==> src/fesig_pkg.sv <==
package fesig_pkg;

   // ------------------------------------------------------------
   // fault sources
   // ------------------------------------------------------------
   localparam int unsigned NUM_FAULTS = 10;
   localparam int unsigned FLT_CELL_OV = 0;
   localparam int unsigned FLT_CELL_UV = 1;
   localparam int unsigned FLT_EXT_TEMP = 2;
   localparam int unsigned FLT_OPEN_LOAD = 3;
   localparam int unsigned FLT_BAL_OC = 4;
   localparam int unsigned FLT_BAL_UC = 5;
   localparam int unsigned FLT_CONV_XCHK = 6;
   localparam int unsigned FLT_INT_TEMP = 7;
   localparam int unsigned FLT_REG_CRC = 8;
   localparam int unsigned FLT_INT_IC = 9;

   typedef logic [NUM_FAULTS-1:0] fesig_fault_t;
   localparam fesig_fault_t DIAG_RESET = 10'h000;

   // ------------------------------------------------------------
   // timing
   // ------------------------------------------------------------
   localparam int unsigned CLK_FREQ_HZ = 100_000_000;
   localparam int unsigned EMERGENCY_TONE_FREQUENCY_HZ = 50_000;
   localparam int unsigned TONE_HALF_CYC = CLK_FREQ_HZ / (2 * EMERGENCY_TONE_FREQUENCY_HZ);
   localparam int unsigned EMERGENCY_LENGTH_PERIODS = 32;
   localparam int unsigned DETECT_WAKE_PERIODS = 4;
   localparam int unsigned DETECT_IDLE_PERIODS = 16;
   // received tone counts as broken after one and a half periods silence
   localparam int unsigned RX_GAP_CYC = 3 * TONE_HALF_CYC;
   localparam int unsigned TONE_TOTAL_CYC = EMERGENCY_LENGTH_PERIODS * 2 * TONE_HALF_CYC;

   // ------------------------------------------------------------
   // carriers
   // ------------------------------------------------------------
   typedef struct packed {
      logic upper;
      logic lower;
   } fesig_chain_s;

   typedef enum logic {
      ST_IDLE,
      ST_TONE
   } fesig_state_e;

   typedef struct packed {
      fesig_state_e state;
      fesig_fault_t diag;
      logic lock;
      logic sup_s1;
      logic sup_s2;
      logic [1:0] rx_s1;
      logic [1:0] rx_s2;
      logic [1:0] rx_d;
      logic [1:0][11:0] gap;
      logic [1:0][4:0] rx_cnt;
      logic [9:0] half;
      logic [5:0] per;
      logic tone;
      logic was_sleep;
      logic err;
      logic wake_req;
      logic back_sleep;
      logic back_normal;
   } fesig_regs_s;

endpackage

==> src/fesig_core.sv <==
`timescale 1ns/1ps
`default_nettype none

// Operation
// - ten fault sources can start emergency signalling
// - a set mask bit blocks its fault from tone and error pin
// - masked faults are still recorded in the diagnostic register
// - after the tone, return to sleep or normal as before
// - diagnostic bits latch; cleared by controller or top cell supply loss
// - diagnostic bits kept through sleep entry and exit
// - each periodic scan outside a running tone restarts the tone while an unmasked fault stays
// - measurement lock from failed wake check blocks scan-started tones; received tones are still relayed
// - error pin enable activates the pin and suppresses scan-started chain tone; received tones are still relayed
// - enabled error pin goes high on any unmasked fault
// - error pin stays high until faults are cleared or masked
// - error pin held low during sleep
// - error pin rises again after sleep if fault still latched
// - emergency tone is 50 kHz for exactly 32 periods
// - while forwarding wake-up, detect tone after 4 periods
// - idle and unenumerated, detect tone after 16 periods
// - sleeping device takes tone as wake-up, then extends it awake
// - in normal operation only receiving ports accept the tone
module fesig_core (
   // clock and reset
   input wire logic clk_i,
   input wire logic sys_rst_i,
   // fault sources and controller access
   input wire fesig_pkg::fesig_fault_t fault_event_i,
   input wire fesig_pkg::fesig_fault_t diag_clear_i,
   input wire fesig_pkg::fesig_fault_t fault_mask_i,
   input wire logic err_pin_en_i,
   // power and scan state
   input wire logic top_cell_supply_i,
   input wire logic sleep_i,
   input wire logic periodic_scan_tick_i,
   input wire logic wake_check_fail_i,
   input wire logic lock_release_i,
   // chain state
   input wire logic normal_op_i,
   input wire logic forwarding_wakeup_i,
   input wire fesig_pkg::fesig_chain_s port_is_rx_i,
   input wire fesig_pkg::fesig_chain_s chain_rx_i,
   // chain drive
   output logic upper_chain_tx_o,
   output logic upper_chain_oe_o,
   output logic lower_chain_tx_o,
   output logic lower_chain_oe_o,
   // status
   output logic err_pin_o,
   output fesig_pkg::fesig_fault_t general_diagnostic_reg_o,
   output logic measurement_lock_o,
   output logic wake_request_o,
   output logic return_sleep_o,
   output logic return_normal_o
);

   // ------------------------------------------------------------
   // state
   // ------------------------------------------------------------
   fesig_pkg::fesig_regs_s r_reg;
   fesig_pkg::fesig_regs_s r_next;
   fesig_pkg::fesig_fault_t unmasked;
   logic fault_trig;
   logic own_start;
   logic rx_detect;
   logic [1:0] rx_edge;
   logic [1:0] rx_accept;
   logic [4:0] rx_thr;

   assign unmasked = r_reg.diag & ~fault_mask_i;
   assign fault_trig = |unmasked;
   // own tone only from a scan, never under lock or with the error pin
   assign own_start = periodic_scan_tick_i & fault_trig & ~r_reg.lock
                      & ~err_pin_en_i;
   assign rx_accept = {~normal_op_i | port_is_rx_i.upper,
                       ~normal_op_i | port_is_rx_i.lower};
   assign rx_edge = r_reg.rx_s2 & ~r_reg.rx_d & rx_accept;
   assign rx_thr = forwarding_wakeup_i ? 5'(fesig_pkg::DETECT_WAKE_PERIODS)
                                       : 5'(fesig_pkg::DETECT_IDLE_PERIODS);

   always_comb
   begin
      r_next = r_reg;
      r_next.wake_req = 1'b0;
      r_next.back_sleep = 1'b0;
      r_next.back_normal = 1'b0;
      rx_detect = 1'b0;

      // ------------------------------------------------------------
      // synchronisers
      // ------------------------------------------------------------
      r_next.sup_s1 = top_cell_supply_i;
      r_next.sup_s2 = r_reg.sup_s1;
      r_next.rx_s1 = {chain_rx_i.upper, chain_rx_i.lower};
      r_next.rx_s2 = r_reg.rx_s1;
      r_next.rx_d = r_reg.rx_s2;

      // ------------------------------------------------------------
      // diagnostic latch and lock
      // ------------------------------------------------------------
      if (!r_reg.sup_s2)
      begin
         r_next.diag = fesig_pkg::DIAG_RESET;
      end
      else
      begin
         // set beats clear; sleep has no effect here
         r_next.diag = (r_reg.diag & ~diag_clear_i) | fault_event_i;
      end
      if (wake_check_fail_i)
      begin
         r_next.lock = 1'b1;
      end
      else if (lock_release_i)
      begin
         r_next.lock = 1'b0;
      end

      // ------------------------------------------------------------
      // error pin
      // ------------------------------------------------------------
      r_next.err = err_pin_en_i & ~sleep_i & fault_trig;

      // ------------------------------------------------------------
      // received tone counting
      // ------------------------------------------------------------
      for (int p = 0; p < 2; p++)
      begin
         if (rx_edge[p])
         begin
            r_next.gap[p] = 12'h000;
            if (r_reg.rx_cnt[p] != 5'h1F)
            begin
               r_next.rx_cnt[p] = r_reg.rx_cnt[p] + 5'h01;
            end
         end
         else if (r_reg.gap[p] == 12'(fesig_pkg::RX_GAP_CYC - 1))
         begin
            r_next.rx_cnt[p] = 5'h00;
         end
         else
         begin
            r_next.gap[p] = r_reg.gap[p] + 12'h001;
         end
         if (!sleep_i && r_reg.rx_cnt[p] >= rx_thr)
         begin
            rx_detect = 1'b1;
         end
      end
      if (sleep_i && |rx_edge)
      begin
         r_next.wake_req = 1'b1;
      end

      // ------------------------------------------------------------
      // tone generator
      // ------------------------------------------------------------
      unique case (r_reg.state)
         fesig_pkg::ST_IDLE:
         begin
            if (own_start || rx_detect)
            begin
               r_next.state = fesig_pkg::ST_TONE;
               r_next.half = 10'h000;
               r_next.per = 6'h00;
               r_next.tone = 1'b1;
               r_next.was_sleep = sleep_i;
               r_next.rx_cnt = '0;
            end
         end
         fesig_pkg::ST_TONE:
         begin
            r_next.rx_cnt = '0;
            if (r_reg.half == 10'(fesig_pkg::TONE_HALF_CYC - 1))
            begin
               r_next.half = 10'h000;
               r_next.tone = ~r_reg.tone;
               if (!r_reg.tone)
               begin
                  if (r_reg.per == 6'(fesig_pkg::EMERGENCY_LENGTH_PERIODS - 1))
                  begin
                     r_next.state = fesig_pkg::ST_IDLE;
                     r_next.tone = 1'b0;
                     r_next.back_sleep = r_reg.was_sleep;
                     r_next.back_normal = ~r_reg.was_sleep;
                  end
                  else
                  begin
                     r_next.per = r_reg.per + 6'h01;
                  end
               end
            end
            else
            begin
               r_next.half = r_reg.half + 10'h001;
            end
         end
      endcase
   end

   always_ff @(posedge clk_i or posedge sys_rst_i)
   begin
      if (sys_rst_i)
      begin
         r_reg <= '0;
      end
      else
      begin
         r_reg <= r_next;
      end
   end

   assign upper_chain_tx_o = r_reg.tone;
   assign lower_chain_tx_o = r_reg.tone;
   assign upper_chain_oe_o = (r_reg.state == fesig_pkg::ST_TONE);
   assign lower_chain_oe_o = (r_reg.state == fesig_pkg::ST_TONE);
   assign err_pin_o = r_reg.err;
   assign general_diagnostic_reg_o = r_reg.diag;
   assign measurement_lock_o = r_reg.lock;
   assign wake_request_o = r_reg.wake_req;
   assign return_sleep_o = r_reg.back_sleep;
   assign return_normal_o = r_reg.back_normal;

   // ------------------------------------------------------------
   // checks
   // ------------------------------------------------------------
   logic [15:0] chk_cyc;
   logic [5:0] chk_rise;

   always_ff @(posedge clk_i or posedge sys_rst_i)
   begin
      if (sys_rst_i)
      begin
         chk_cyc <= 16'h0000;
         chk_rise <= 6'h00;
      end
      else if (!upper_chain_oe_o)
      begin
         chk_cyc <= 16'h0000;
         chk_rise <= 6'h00;
      end
      else
      begin
         chk_cyc <= chk_cyc + 16'h0001;
         chk_rise <= chk_rise + 6'(r_next.tone & ~r_reg.tone);
      end
   end
endmodule

`default_nettype wire

==> config.mk <==
export PLATFORM = sky130hd
export DESIGN_NAME = fesig_core
export DESIGN_NICKNAME = d
export VERILOG_FILES = /design/src/fesig_pkg.sv /design/src/fesig_core.sv
export SDC_FILE = /design/constraint.sdc
export NUM_CORES = 1
export LEC_CHECK = 0
export ABC_CLOCK_PERIOD_IN_PS = 6100
export BUFFER_PORTS_ARGS = -buffer_cell sky130_fd_sc_hd__buf_2
export CAP_MARGIN = 20
export CORE_MARGIN = 1
export CORE_UTILIZATION = 40
export CTS_CLUSTER_DIAMETER = 30
export CTS_CLUSTER_SIZE = 16
export DETAILED_ROUTE_END_ITERATION = 7
export HOLD_SLACK_MARGIN = 0.03
export MAX_ROUTING_LAYER = met4
export PLACE_DENSITY_LB_ADDON = 0.2
export SLEW_MARGIN = 25
export SYNTH_ARGS = -nofsm -noshare
export SYNTH_HDL_FRONTEND = slang
export SYNTH_SLANG_ARGS = --single-unit
==> constraint.sdc <==
create_clock -name clk_i -period 6.1 [get_ports clk_i]
set_input_delay 0.305 -clock clk_i [delete_from_list [all_inputs] [get_ports clk_i]]
set_output_delay 0.305 -clock clk_i [all_outputs]
set_load 0.02 [all_outputs]
==> results.json, run 1 <==
{
  "status": "finished clean",
  "worstSetupStartpointType": "register",
  "syn_inst": 403,
  "finalHoldViolCount": 0,
  "reg2reg_depth": 7,
  "timing.final.crit_period_ns": 2.11,
  "period_share": 0.346,
  "wl_um": 7570,
  "dieArea_um2": 10200,
  "synth_fp_nets": 461,
  "clkLatencyLatePin_ns": 0.35,
  "synth_cell_types": 52,
  "cts_tree": "done",
  "end_kind": "register",
  "ys_ff_latch": 76,
  "synth_compound_area_frac": 0.113,
  "via_count": 2978,
  "rows": 35,
  "muxShareOfSynthArea": 0.0131,
  "drc": 0,
  "insertedDiodeCount": 0,
  "path_cells": "ha_1 -> and3_1 -> ha_1 -> nor4b_2 -> nand4_1 -> nand2b_1 -> a21oi_1",
  "dr.pass1.iters": 4,
  "cpPeakStageDelay_ns": 0.52,
  "cts_buffers": 9,
  "max_freq_mhz": 473,
  "yosys-top-cells-count": "dfrtp_1, nor2_1, nand2_1",
  "cap_viol_max_count": 0,
  "root_buffer": "clkbuf_8",
  "die-height_um": 101,
  "p_per_area_nw_per_um2": 289,
  "synth_area_per_cell_um2": 9.70,
  "crit_type": "reg -> reg",
  "synth-main-ff-cell": "dfrtp_1",
  "min_path_cells": 1,
  "yosysSeqAreaShare": 0.487,
  "crit_required_ns": 6.36,
  "final_layout_size_suffix_gt1_frac": 0.207,
  "synthAdderAreaFrac": 0.0448,
  "grt_util_all_layers": 0.175,
  "cts_buffer_depth": 2,
  "drv_slew": 0,
  "grt_pass1_wl_um": 13300,
  "hold_path_class": "in -> reg",
  "synth_top_family_by_area": "simple AND/OR/NAND/NOR gates",
  "cp.arrival_ns": 2.38,
  "yosysWarnings": 0,
  "rsz0062_at_grt": "false",
  "post_cts_resized": 0,
  "gr-total-overflow": 0,
  "met2_length_um": 3350,
  "path_max_fanout": 6,
  "irDropWorstVdd_mv": 0.116,
  "crit_slowest_cell": "nor4b_2",
  "wl_met3_um": 359,
  "synth_area_leader_cell": "dfrtp_1",
  "vias_per_cell": 5.02,
  "yosys.area_share.simple": 0.235,
  "die_x_um": 101,
  "drtIter0Drc": 169,
  "cts_sinks": 76,
  "yosysTopAreaCellShare": 0.487,
  "antenna_found_initial": 0,
  "dpl-instance-area_um2": 4270,
  "detail_route.wl_per_cell_um": 12.8,
  "io_buffers": 62,
  "cts_max_level": 3,
  "io_pins": 63,
  "layout.nets": 518,
  "clock-skew-final_ns": 0.0114,
  "syn2layout_area_growth_pct": 15.6,
  "synthArstFlopShare": 1.00,
  "synth-edff-count": 0,
  "synth_area_leaders": "dfrtp_1, ha_1, nor2_1, nand3_1, nand2_1",
  "worstMarginPinSlew_ns": 0.812,
  "stdcell_area_um2": 4520,
  "place_hpwl_um": 5370,
  "crit_top_cell": "ha_1",
  "cts.clk_slew.worst_paths_ns": 0.08,
  "grt_max_degree": 77,
  "p_leak_nw": 2.08,
  "syn-cell-area_um2": 3910,
  "setup_violations": 0,
  "initial_core_util": 0.417,
  "largest_reg_flops": 54,
  "highest_layer": "met4",
  "coreArea_um2": 9370,
  "max_slew_margin": 0.457,
  "yosysMostFrequentCell": "dfrtp_1",
  "grt_pass1_vias": 2820,
  "gp_congestion": 0.829,
  "wl_met1_um": 3770,
  "timing.setup.tns_ns": 0,
  "synth_xor_xnor_area_share": 0.0471,
  "n_fill_cell": 915,
  "final_antenna_net_count": 0
}
-- area by class of cell --
type                            instances  area, um^2  share of cell area
Timing Repair Buffer                   66         349              0.0773
Clock buffer                           11         151              0.0335
Sequential cell                        76        1900               0.421
Inverter                               30         113              0.0249
Clock inverter                          4        72.6              0.0161
Multi-Input combinational cell        277        1770               0.391
Tap cell                              129         161              0.0357
-- per-stage QoR --
step	util	hold WS [ns]	setup slack (ns)	std cells	power, mW
CTS	0.479	0.0349	3.99	591	1.33
detailed placement	0.456	0.336	3.99	576	0.883
global route	0.482	0.0493	3.74	593	1.40
floorplan	-	0.331	3.86	403	0.826
global placement	0.456	0.333	4.00	576	0.875
finish	0.482	0.0740	3.99	593	1.31
-- report_power, final --
group          switching, mW  total (mW)  internal [mW]
Clock                  0.184       0.434          0.250
Sequential            0.0828       0.656          0.573
Combinational          0.112       0.217          0.105
Total                  0.379        1.31          0.928
-- logic make-up after synthesis --
logic type	after synthesis
adder cells (fa/ha/maj)	14
AND/OR/NAND/NOR	168
AO/OA/AOI/OAI	69
buffers and inverters	50
multiplexers	5
XOR/XNOR	21
flip-flops	76
-- layer usage --
layer / global-route usage / vias up
li1: - / 1494
met5: - / -
met1: 0.241 / 1391
met3: 0.0416 / 5
met2: 0.246 / 88
met4: 0.0725 / 0
-- repair_timing --
item                      in CTS  in global routing
buffers inserted               0                  0
hold endpoints to repair       0                  2
hold buffers                   0                  2
-- worst max-delay path: cells and delay by family, from the launching register on --
kind	cells	cell delay, ns
adders and majority gates	2	0.44
DFF	1	0.42
AOI/OAI and AO/OA	1	0.13
and+or+nand+nor	4	1.06
-- layout by cell type (no fill, tap or decap), drive strengths merged, types with 7 or more instances in the layout --
| master | synthesis | final |
|---|---|---|
| ha | 14 | 14 |
| nand2b | 13 | 13 |
| xor2 | 13 | 13 |
| and3 | 8 | 8 |
| nor2 | 35 | 35 |
| xnor2 | 8 | 8 |
| o21a | 7 | 7 |
| o21ai | 21 | 21 |
| nor2b | 10 | 10 |
| nand2 | 34 | 34 |
| a21oi | 21 | 21 |
| nand3 | 26 | 26 |
| inv | 30 | 30 |
| clkbuf | 5 | 11 |
| dfrtp | 76 | 76 |
| nand4 | 7 | 7 |
| buf | 15 | 64 |
-- final timing paths --
kind                                       start                               endpoint  slack, ns
setup / recovery           r_reg[27]$_DFFE_PP0P_                  r_reg[30]$_DFFE_PP0P_       3.99
hold / removal                     chain_rx_i[1]                   r_next[59]$_DFF_PP0_       0.07
setup reg to reg           r_reg[27]$_DFFE_PP0P_                  r_reg[30]$_DFFE_PP0P_       3.99
hold reg to reg             r_next[59]$_DFF_PP0_                   r_next[57]$_DFF_PP0_       0.35
max in group asynchronous              sys_rst_i  general_diagnostic_reg_o[1]$_DFF_PP0_       5.47
min in group asynchronous              sys_rst_i  general_diagnostic_reg_o[9]$_DFF_PP0_       0.11
Note: power is estimated with default switching activity, not from simulation.
==> run 2: changes to the inputs <==
Settings changed: ABC_AREA set to 1, ABC_CLOCK_PERIOD_IN_PS 6100 to 2000.
Clock period 6.1 ns to 2 ns, I/O delays scaled along.
==> results.json, run 2 <==
{
  "finalNonFillerCells": 709,
  "antenna_found_initial": 0,
  "layout_common_cells": "inv_1, nand2_1, dfrtp_1",
  "max_freq_mhz": 546,
  "r2r_setup_slack_ns": 0.17,
  "yosysTopAreaCellShare": 0.470,
  "cap_viol_max_count": 0,
  "irDropWorstVdd_mv": 0.456,
  "min_path_cells": 4,
  "drc": 0,
  "grt_pass1_vias": 3337,
  "cts_max_level": 3,
  "setup_violations": 0,
  "gr-total-overflow": 0,
  "crit_type": "reg -> reg",
  "yosysMostFrequentCell": "inv_1",
  "timing.setup.tns_ns": 0,
  "crit_family": "simple AND/OR/NAND/NOR gates",
  "final_layout_size_suffix_gt1_frac": 0.184,
  "ys_ff_latch": 76,
  "dr.pass1.iters": 5,
  "io_pins": 63,
  "drv_slew": 0,
  "synth_area_leader_cell": "dfrtp_1",
  "max_slew_margin": 0.704,
  "timing.final.crit_period_ns": 1.83,
  "hp-start": "diag_clear_i[2]",
  "gp_congestion": 0.819,
  "r2r-end": "lower_chain_tx_o$_DFFE_PP0P_",
  "detail_route.wl_per_cell_um": 11.5,
  "die-height_um": 103,
  "grt_util_all_layers": 0.178,
  "status": "finished clean",
  "cp.arrival_ns": 2.06,
  "dieArea_um2": 10500,
  "crit_required_ns": 2.22,
  "cts_buffer_depth": 2,
  "cpPeakStageDelay_ns": 0.41,
  "grt_max_degree": 77,
  "rows": 36,
  "p_leak_nw": 2.42,
  "io_buffers": 62,
  "p_comb_frac": 0.126,
  "coreArea_um2": 9770,
  "crit_slowest_cell": "dfrtp_1",
  "end_kind": "register",
  "finalHoldViolCount": 0,
  "final_antenna_net_count": 0,
  "worstHoldEndpoint": "general_diagnostic_reg_o[2]$_DFF_PP0_",
  "r2r_start": "r_reg[29]$_DFFE_PP0P_",
  "power_frac_seq": 0.525,
  "clkLatencyLatePin_ns": 0.35,
  "synth-edff-count": 0,
  "p_sw_frac": 0.270,
  "p_switching_mw": 0.897,
  "cts_tree": "done",
  "vias_per_cell": 4.76,
  "yosysWarnings": 0,
  "p_int_mw": 2.43,
  "cts_sinks": 76,
  "root_buffer": "clkbuf_8",
  "syn_inst": 492,
  "die_x_um": 103,
  "n_fill_cell": 934,
  "path_max_fanout": 26,
  "p_per_area_nw_per_um2": 689,
  "clock-skew-final_ns": 0.00966,
  "layout.nets": 629,
  "post_cts_buffers": 0,
  "via_count": 3373,
  "synth_fp_nets": 550,
  "place_inst": 673,
  "clkPwrFrac": 0.350,
  "path_cells": "inv_1 -> ha_1 -> nand2_1 -> nand3_1 -> nand2_1 -> nand3_1 -> nand2_1 -> nand3_4 -> nand2_4 -> o21ai_0",
  "worstMarginPinSlew_ns": 0.442,
  "worstSetupStartpointType": "register",
  "synth_cell_types": 38,
  "yosys-top-cells-count": "inv_1, nand2_1, dfrtp_1",
  "hold_path_class": "in -> reg",
  "synth_area_per_cell_um2": 8.22,
  "syn-cell-area_um2": 4040,
  "cts_buffers": 9,
  "rsz0062_at_grt": "false",
  "synthArstFlopShare": 1.00,
  "wl_um": 8140,
  "synth-main-ff-cell": "dfrtp_1",
  "synth_area_leaders": "dfrtp_1, inv_1, nand2_1, nand3_1, nor2_1",
  "place_hpwl_um": 5740,
  "drtIter0Drc": 105,
  "initial_core_util": 0.414,
  "period_share": 0.917,
  "crit_top_cell": "nand2_1",
  "cts.clk_slew.worst_paths_ns": 0.08,
  "yosysSeqAreaShare": 0.470,
  "crit_buf_inv": 1,
  "largest_reg_flops": 54,
  "syn2layout_area_growth_pct": 19.2,
  "grt_pass1_wl_um": 14200,
  "insertedDiodeCount": 0,
  "reg2reg_depth": 10
}
run 2: changes by cell type after synthesis, sizes merged, moves of 6 or more:
cell | previous run | this run
nor2 | 35 | 54
xnor2 | 8 | 2
nand3 | 26 | 45
nand2 | 34 | 87
o21a | 7 | 0
nand2b | 13 | 0
xor2 | 13 | 5
o21ai | 21 | 34
inv | 30 | 89
and3 | 8 | 0
a21oi | 21 | 32
nor2b | 10 | 0
run 2: kinds of logic (layout without fill, tap and decap cells):
logic type / count (synthesis) / after routing / share of synthesized area
XOR/XNOR: 7 / 7 / 0.0152
adder cells (fa/ha/maj): 14 / 14 / 0.0433
AO/OA/AOI/OAI: 78 / 78 / 0.109
buffers and inverters: 107 / 191 / 0.115
AND/OR/NAND/NOR: 210 / 210 / 0.247
flip-flops: 76 / 76 / 0.470
run 2: worst reg2reg max path: stages (launching register included):
cell	delay [ns]
dfrtp_1	0.41
inv_1	0.07
ha_1	0.27
nand2_1	0.06
nand3_1	0.06
nand2_1	0.06
nand3_1	0.06
nand2_1	0.12
nand3_4	0.29
nand2_4	0.21
o21ai_0	0.10
run 2: power groups by stage:
stage,registers [mW],logic (mW),clock network [mW]
detailed placement,1.77,0.392,0
global placement,1.77,0.384,0
floorplan,1.75,0.285,0
global route,1.76,0.482,1.27
CTS,1.74,0.426,1.21
finish,1.74,0.418,1.16
run 2: worst max path at each step:
stage | start | cells after the start | slack [ns] | to
after global routing | r_reg[29]$_DFFE_PP0P_ | 10 | 0.02 | lower_chain_tx_o$_DFFE_PP0P_
final | r_reg[29]$_DFFE_PP0P_ | 10 | 0.17 | lower_chain_tx_o$_DFFE_PP0P_
after global placement | r_reg[29]$_DFFE_PP0P_ | 10 | 0.24 | lower_chain_tx_o$_DFFE_PP0P_
after detailed placement | r_reg[24]$_DFFE_PP0P_ | 10 | 0.17 | lower_chain_tx_o$_DFFE_PP0P_
after CTS | r_reg[24]$_DFFE_PP0P_ | 10 | 0.15 | lower_chain_tx_o$_DFFE_PP0P_
after floorplan | r_reg[29]$_DFFE_PP0P_ | 11 | 0.49 | r_reg[11]$_DFFE_PP0P_
run 2: what timing repair did:
action	CTS	global route
hold buffers	20	0
resized for setup	0	0
hold endpoints to repair	91	0
run 2: area by class of cell:
cell class,count,area [um^2],area share
Multi-Input combinational cell,309,1680,0.348
Tap cell,133,166,0.0345
Timing Repair Buffer,84,538,0.112
Clock inverter,4,48.8,0.0101
Sequential cell,76,1900,0.394
Inverter,91,345,0.0716
Clock buffer,12,145,0.0301
run 2: stage by stage:
stage,util,total power [mW],setup slack [ns],area [um^2],hold slack (ns)
final,0.493,3.32,0.167,4820,0.0477
after global routing,0.493,3.51,0.0227,4820,0.0669
after CTS,0.493,3.37,0.153,4820,0.0315
after detailed placement,0.453,2.17,0.168,4430,0.210
after global placement,0.453,2.15,0.237,4430,0.212
after floorplan,-,2.03,0.494,4050,0.131
run 2: metal layers:
layer / up-vias / GRT usage / wire [um]
met1: 1585 / 0.199 / 3640
met5: - / - / 0
met4: 0 / 0.0462 / 49
li1: 1731 / - / -
met2: 53 / 0.319 / 4200
met3: 4 / 0.0373 / 247
==> run 3: changes to the inputs <==
Settings changed: CORE_MARGIN 1 to 5.
==> results.json, run 3 (same netlist as run 2, synthesis figures left out) <==
{
  "p_sw_frac": 0.278,
  "dpl-instance-area_um2": 4430,
  "finalNonFillerCells": 714,
  "gp_congestion": 0.845,
  "cts_tree": "done",
  "dr.pass1.iters": 4,
  "seqCellArea_um2": 1900,
  "drtIter0Drc": 130,
  "rows": 36,
  "cts_buffer_depth": 2,
  "p_per_area_nw_per_um2": 681,
  "cts_max_level": 3,
  "hold_path_class": "in -> reg",
  "grt_max_degree": 44,
  "n_fill_cell": 977,
  "clkPwrFrac": 0.347,
  "antenna_found_initial": 0,
  "crit_required_ns": 2.24,
  "crit_type": "reg -> reg",
  "final_layout_size_suffix_gt1_frac": 0.186,
  "min_path_cells": 4,
  "final_antenna_net_count": 0,
  "place_inst": 673,
  "syn2layout_area_growth_pct": 20.6,
  "p_comb_frac": 0.130,
  "reg2reg_depth": 10,
  "cts.clk_slew.worst_paths_ns": 0.08,
  "place_hpwl_um": 5880,
  "via_count": 3396,
  "initial_core_util": 0.412,
  "vias_per_cell": 4.76,
  "layout_common_cells": "inv_1, nand2_1, dfrtp_1",
  "path_max_fanout": 13,
  "timing.setup.tns_ns": 0,
  "cp.arrival_ns": 2.00,
  "drc": 0,
  "r2r_setup_slack_ns": 0.23,
  "die-height_um": 111,
  "irDropWorstVdd_mv": 0.390,
  "period_share": 0.883,
  "cp.depth": 10,
  "clkLatencyLatePin_ns": 0.35,
  "power_frac_seq": 0.524,
  "coreArea_um2": 9820,
  "grt_pass1_wl_um": 14700,
  "io_buffers": 62,
  "p_switching_mw": 0.924,
  "detail_route.wl_per_cell_um": 11.6,
  "pre_cts_ws_ns": 0.207,
  "end_kind": "register",
  "setup_violations": 0,
  "dieArea_um2": 12200,
  "post_cts_resized": 0,
  "grt_pass1_vias": 3335,
  "clock-skew-final_ns": 0.0139,
  "crit_top_cell": "nand2_1",
  "cts_sinks": 76,
  "rsz0062_at_grt": "false",
  "cpPeakStageDelay_ns": 0.42,
  "worstMarginPinSlew_ns": 0.611,
  "crit_family": "simple AND/OR/NAND/NOR gates",
  "path_cells": "inv_1 -> ha_1 -> nand2_1 -> nand3_1 -> nand2_1 -> nand3_1 -> nand2_1 -> nand3_2 -> nand3_1 -> nand2_1",
  "largest_reg_flops": 54,
  "worstSetupStartpointType": "register",
  "status": "finished clean",
  "crit_buf_inv": 1,
  "cap_viol_max_count": 0,
  "worst_slack_ns": 0.234,
  "max_slew_margin": 0.592,
  "drv_slew": 0,
  "cts_buffers": 9,
  "die_x_um": 111,
  "p_int_mw": 2.40,
  "max_freq_mhz": 566,
  "finalHoldViolCount": 0,
  "gr-total-overflow": 0,
  "multi_input_area_um2": 1690,
  "holdWs_ns": 0.0466,
  "layout.nets": 635,
  "root_buffer": "clkbuf_8",
  "p_leak_nw": 2.43,
  "stdcell_area_um2": 4880,
  "crit_slowest_cell": "dfrtp_1",
  "wl_um": 8250,
  "io_pins": 63,
  "grt_util_all_layers": 0.145,
  "insertedDiodeCount": 0,
  "timing.final.crit_period_ns": 1.77
}
run 3: cell types whose count changed in the layout (fill, tap and decap cells not counted):
cell / previous run / this run
clkbuf_1: 2 / 0
nand3_2: 2 / 3
inv_6: 0 / 1
dlygate4sd3_1: 20 / 25
clkinvlp_4: 1 / 2
clkbuf_8: 10 / 9
run 3: through the flow:
step,power (mW),utilization
after floorplan,2.03,-
after global placement,2.15,0.451
after detailed placement,2.16,0.451
after CTS,3.37,0.496
after global routing,3.50,0.497
final,3.32,0.497
run 3: worst paths after layout:
check                                       from                                    end
setup / recovery           r_reg[29]$_DFFE_PP0P_                   r_reg[7]$_DFFE_PP0P_
hold / removal                   diag_clear_i[0]  general_diagnostic_reg_o[0]$_DFF_PP0_
setup reg to reg           r_reg[29]$_DFFE_PP0P_                   r_reg[7]$_DFFE_PP0P_
max in group asynchronous              sys_rst_i                  r_reg[10]$_DFFE_PP0P_
hold reg to reg             r_next[59]$_DFF_PP0_                   r_next[57]$_DFF_PP0_
min in group asynchronous              sys_rst_i                  r_reg[48]$_DFFE_PP0P_
run 3: cell type report:
class	instances	area share
Sequential cell	76	0.390
Multi-Input combinational cell	310	0.346
Tap cell	133	0.0341
Inverter	91	0.0708
Clock buffer	9	0.0254
Timing Repair Buffer	89	0.121
Clock inverter	6	0.0133
run 3: power groups by stage:
stage	Sequential (mW)	Combinational, mW	Clock, mW
3_3_place_gp	1.77	0.383	0
3_5_place_dp	1.77	0.393	0
6_report	1.74	0.430	1.15
2_1_floorplan	1.75	0.285	0
4_1_cts	1.74	0.436	1.20
5_1_grt	1.76	0.498	1.25
run 3: what timing repair did:
item,CTS,global route
buffers inserted,0,0
hold endpoints to repair,91,0
hold buffers,25,0
setup endpoints to repair,0,1
run 3: routing by layer:
metal	vias up	wire, um	GRT usage
li1	1733	-	-
met1	1614	3810	0.174
met2	41	4120	0.244
met3	8	231	0.0306
met4	0	90	0.0460
met5	-	0	-
run 3: tightest hold or removal path: cells and delay by family:
family | cells | cell delay, ns
compound gates | 1 | 0.05
simple gates | 1 | 0.07
buf+inv | 2 | 0.13
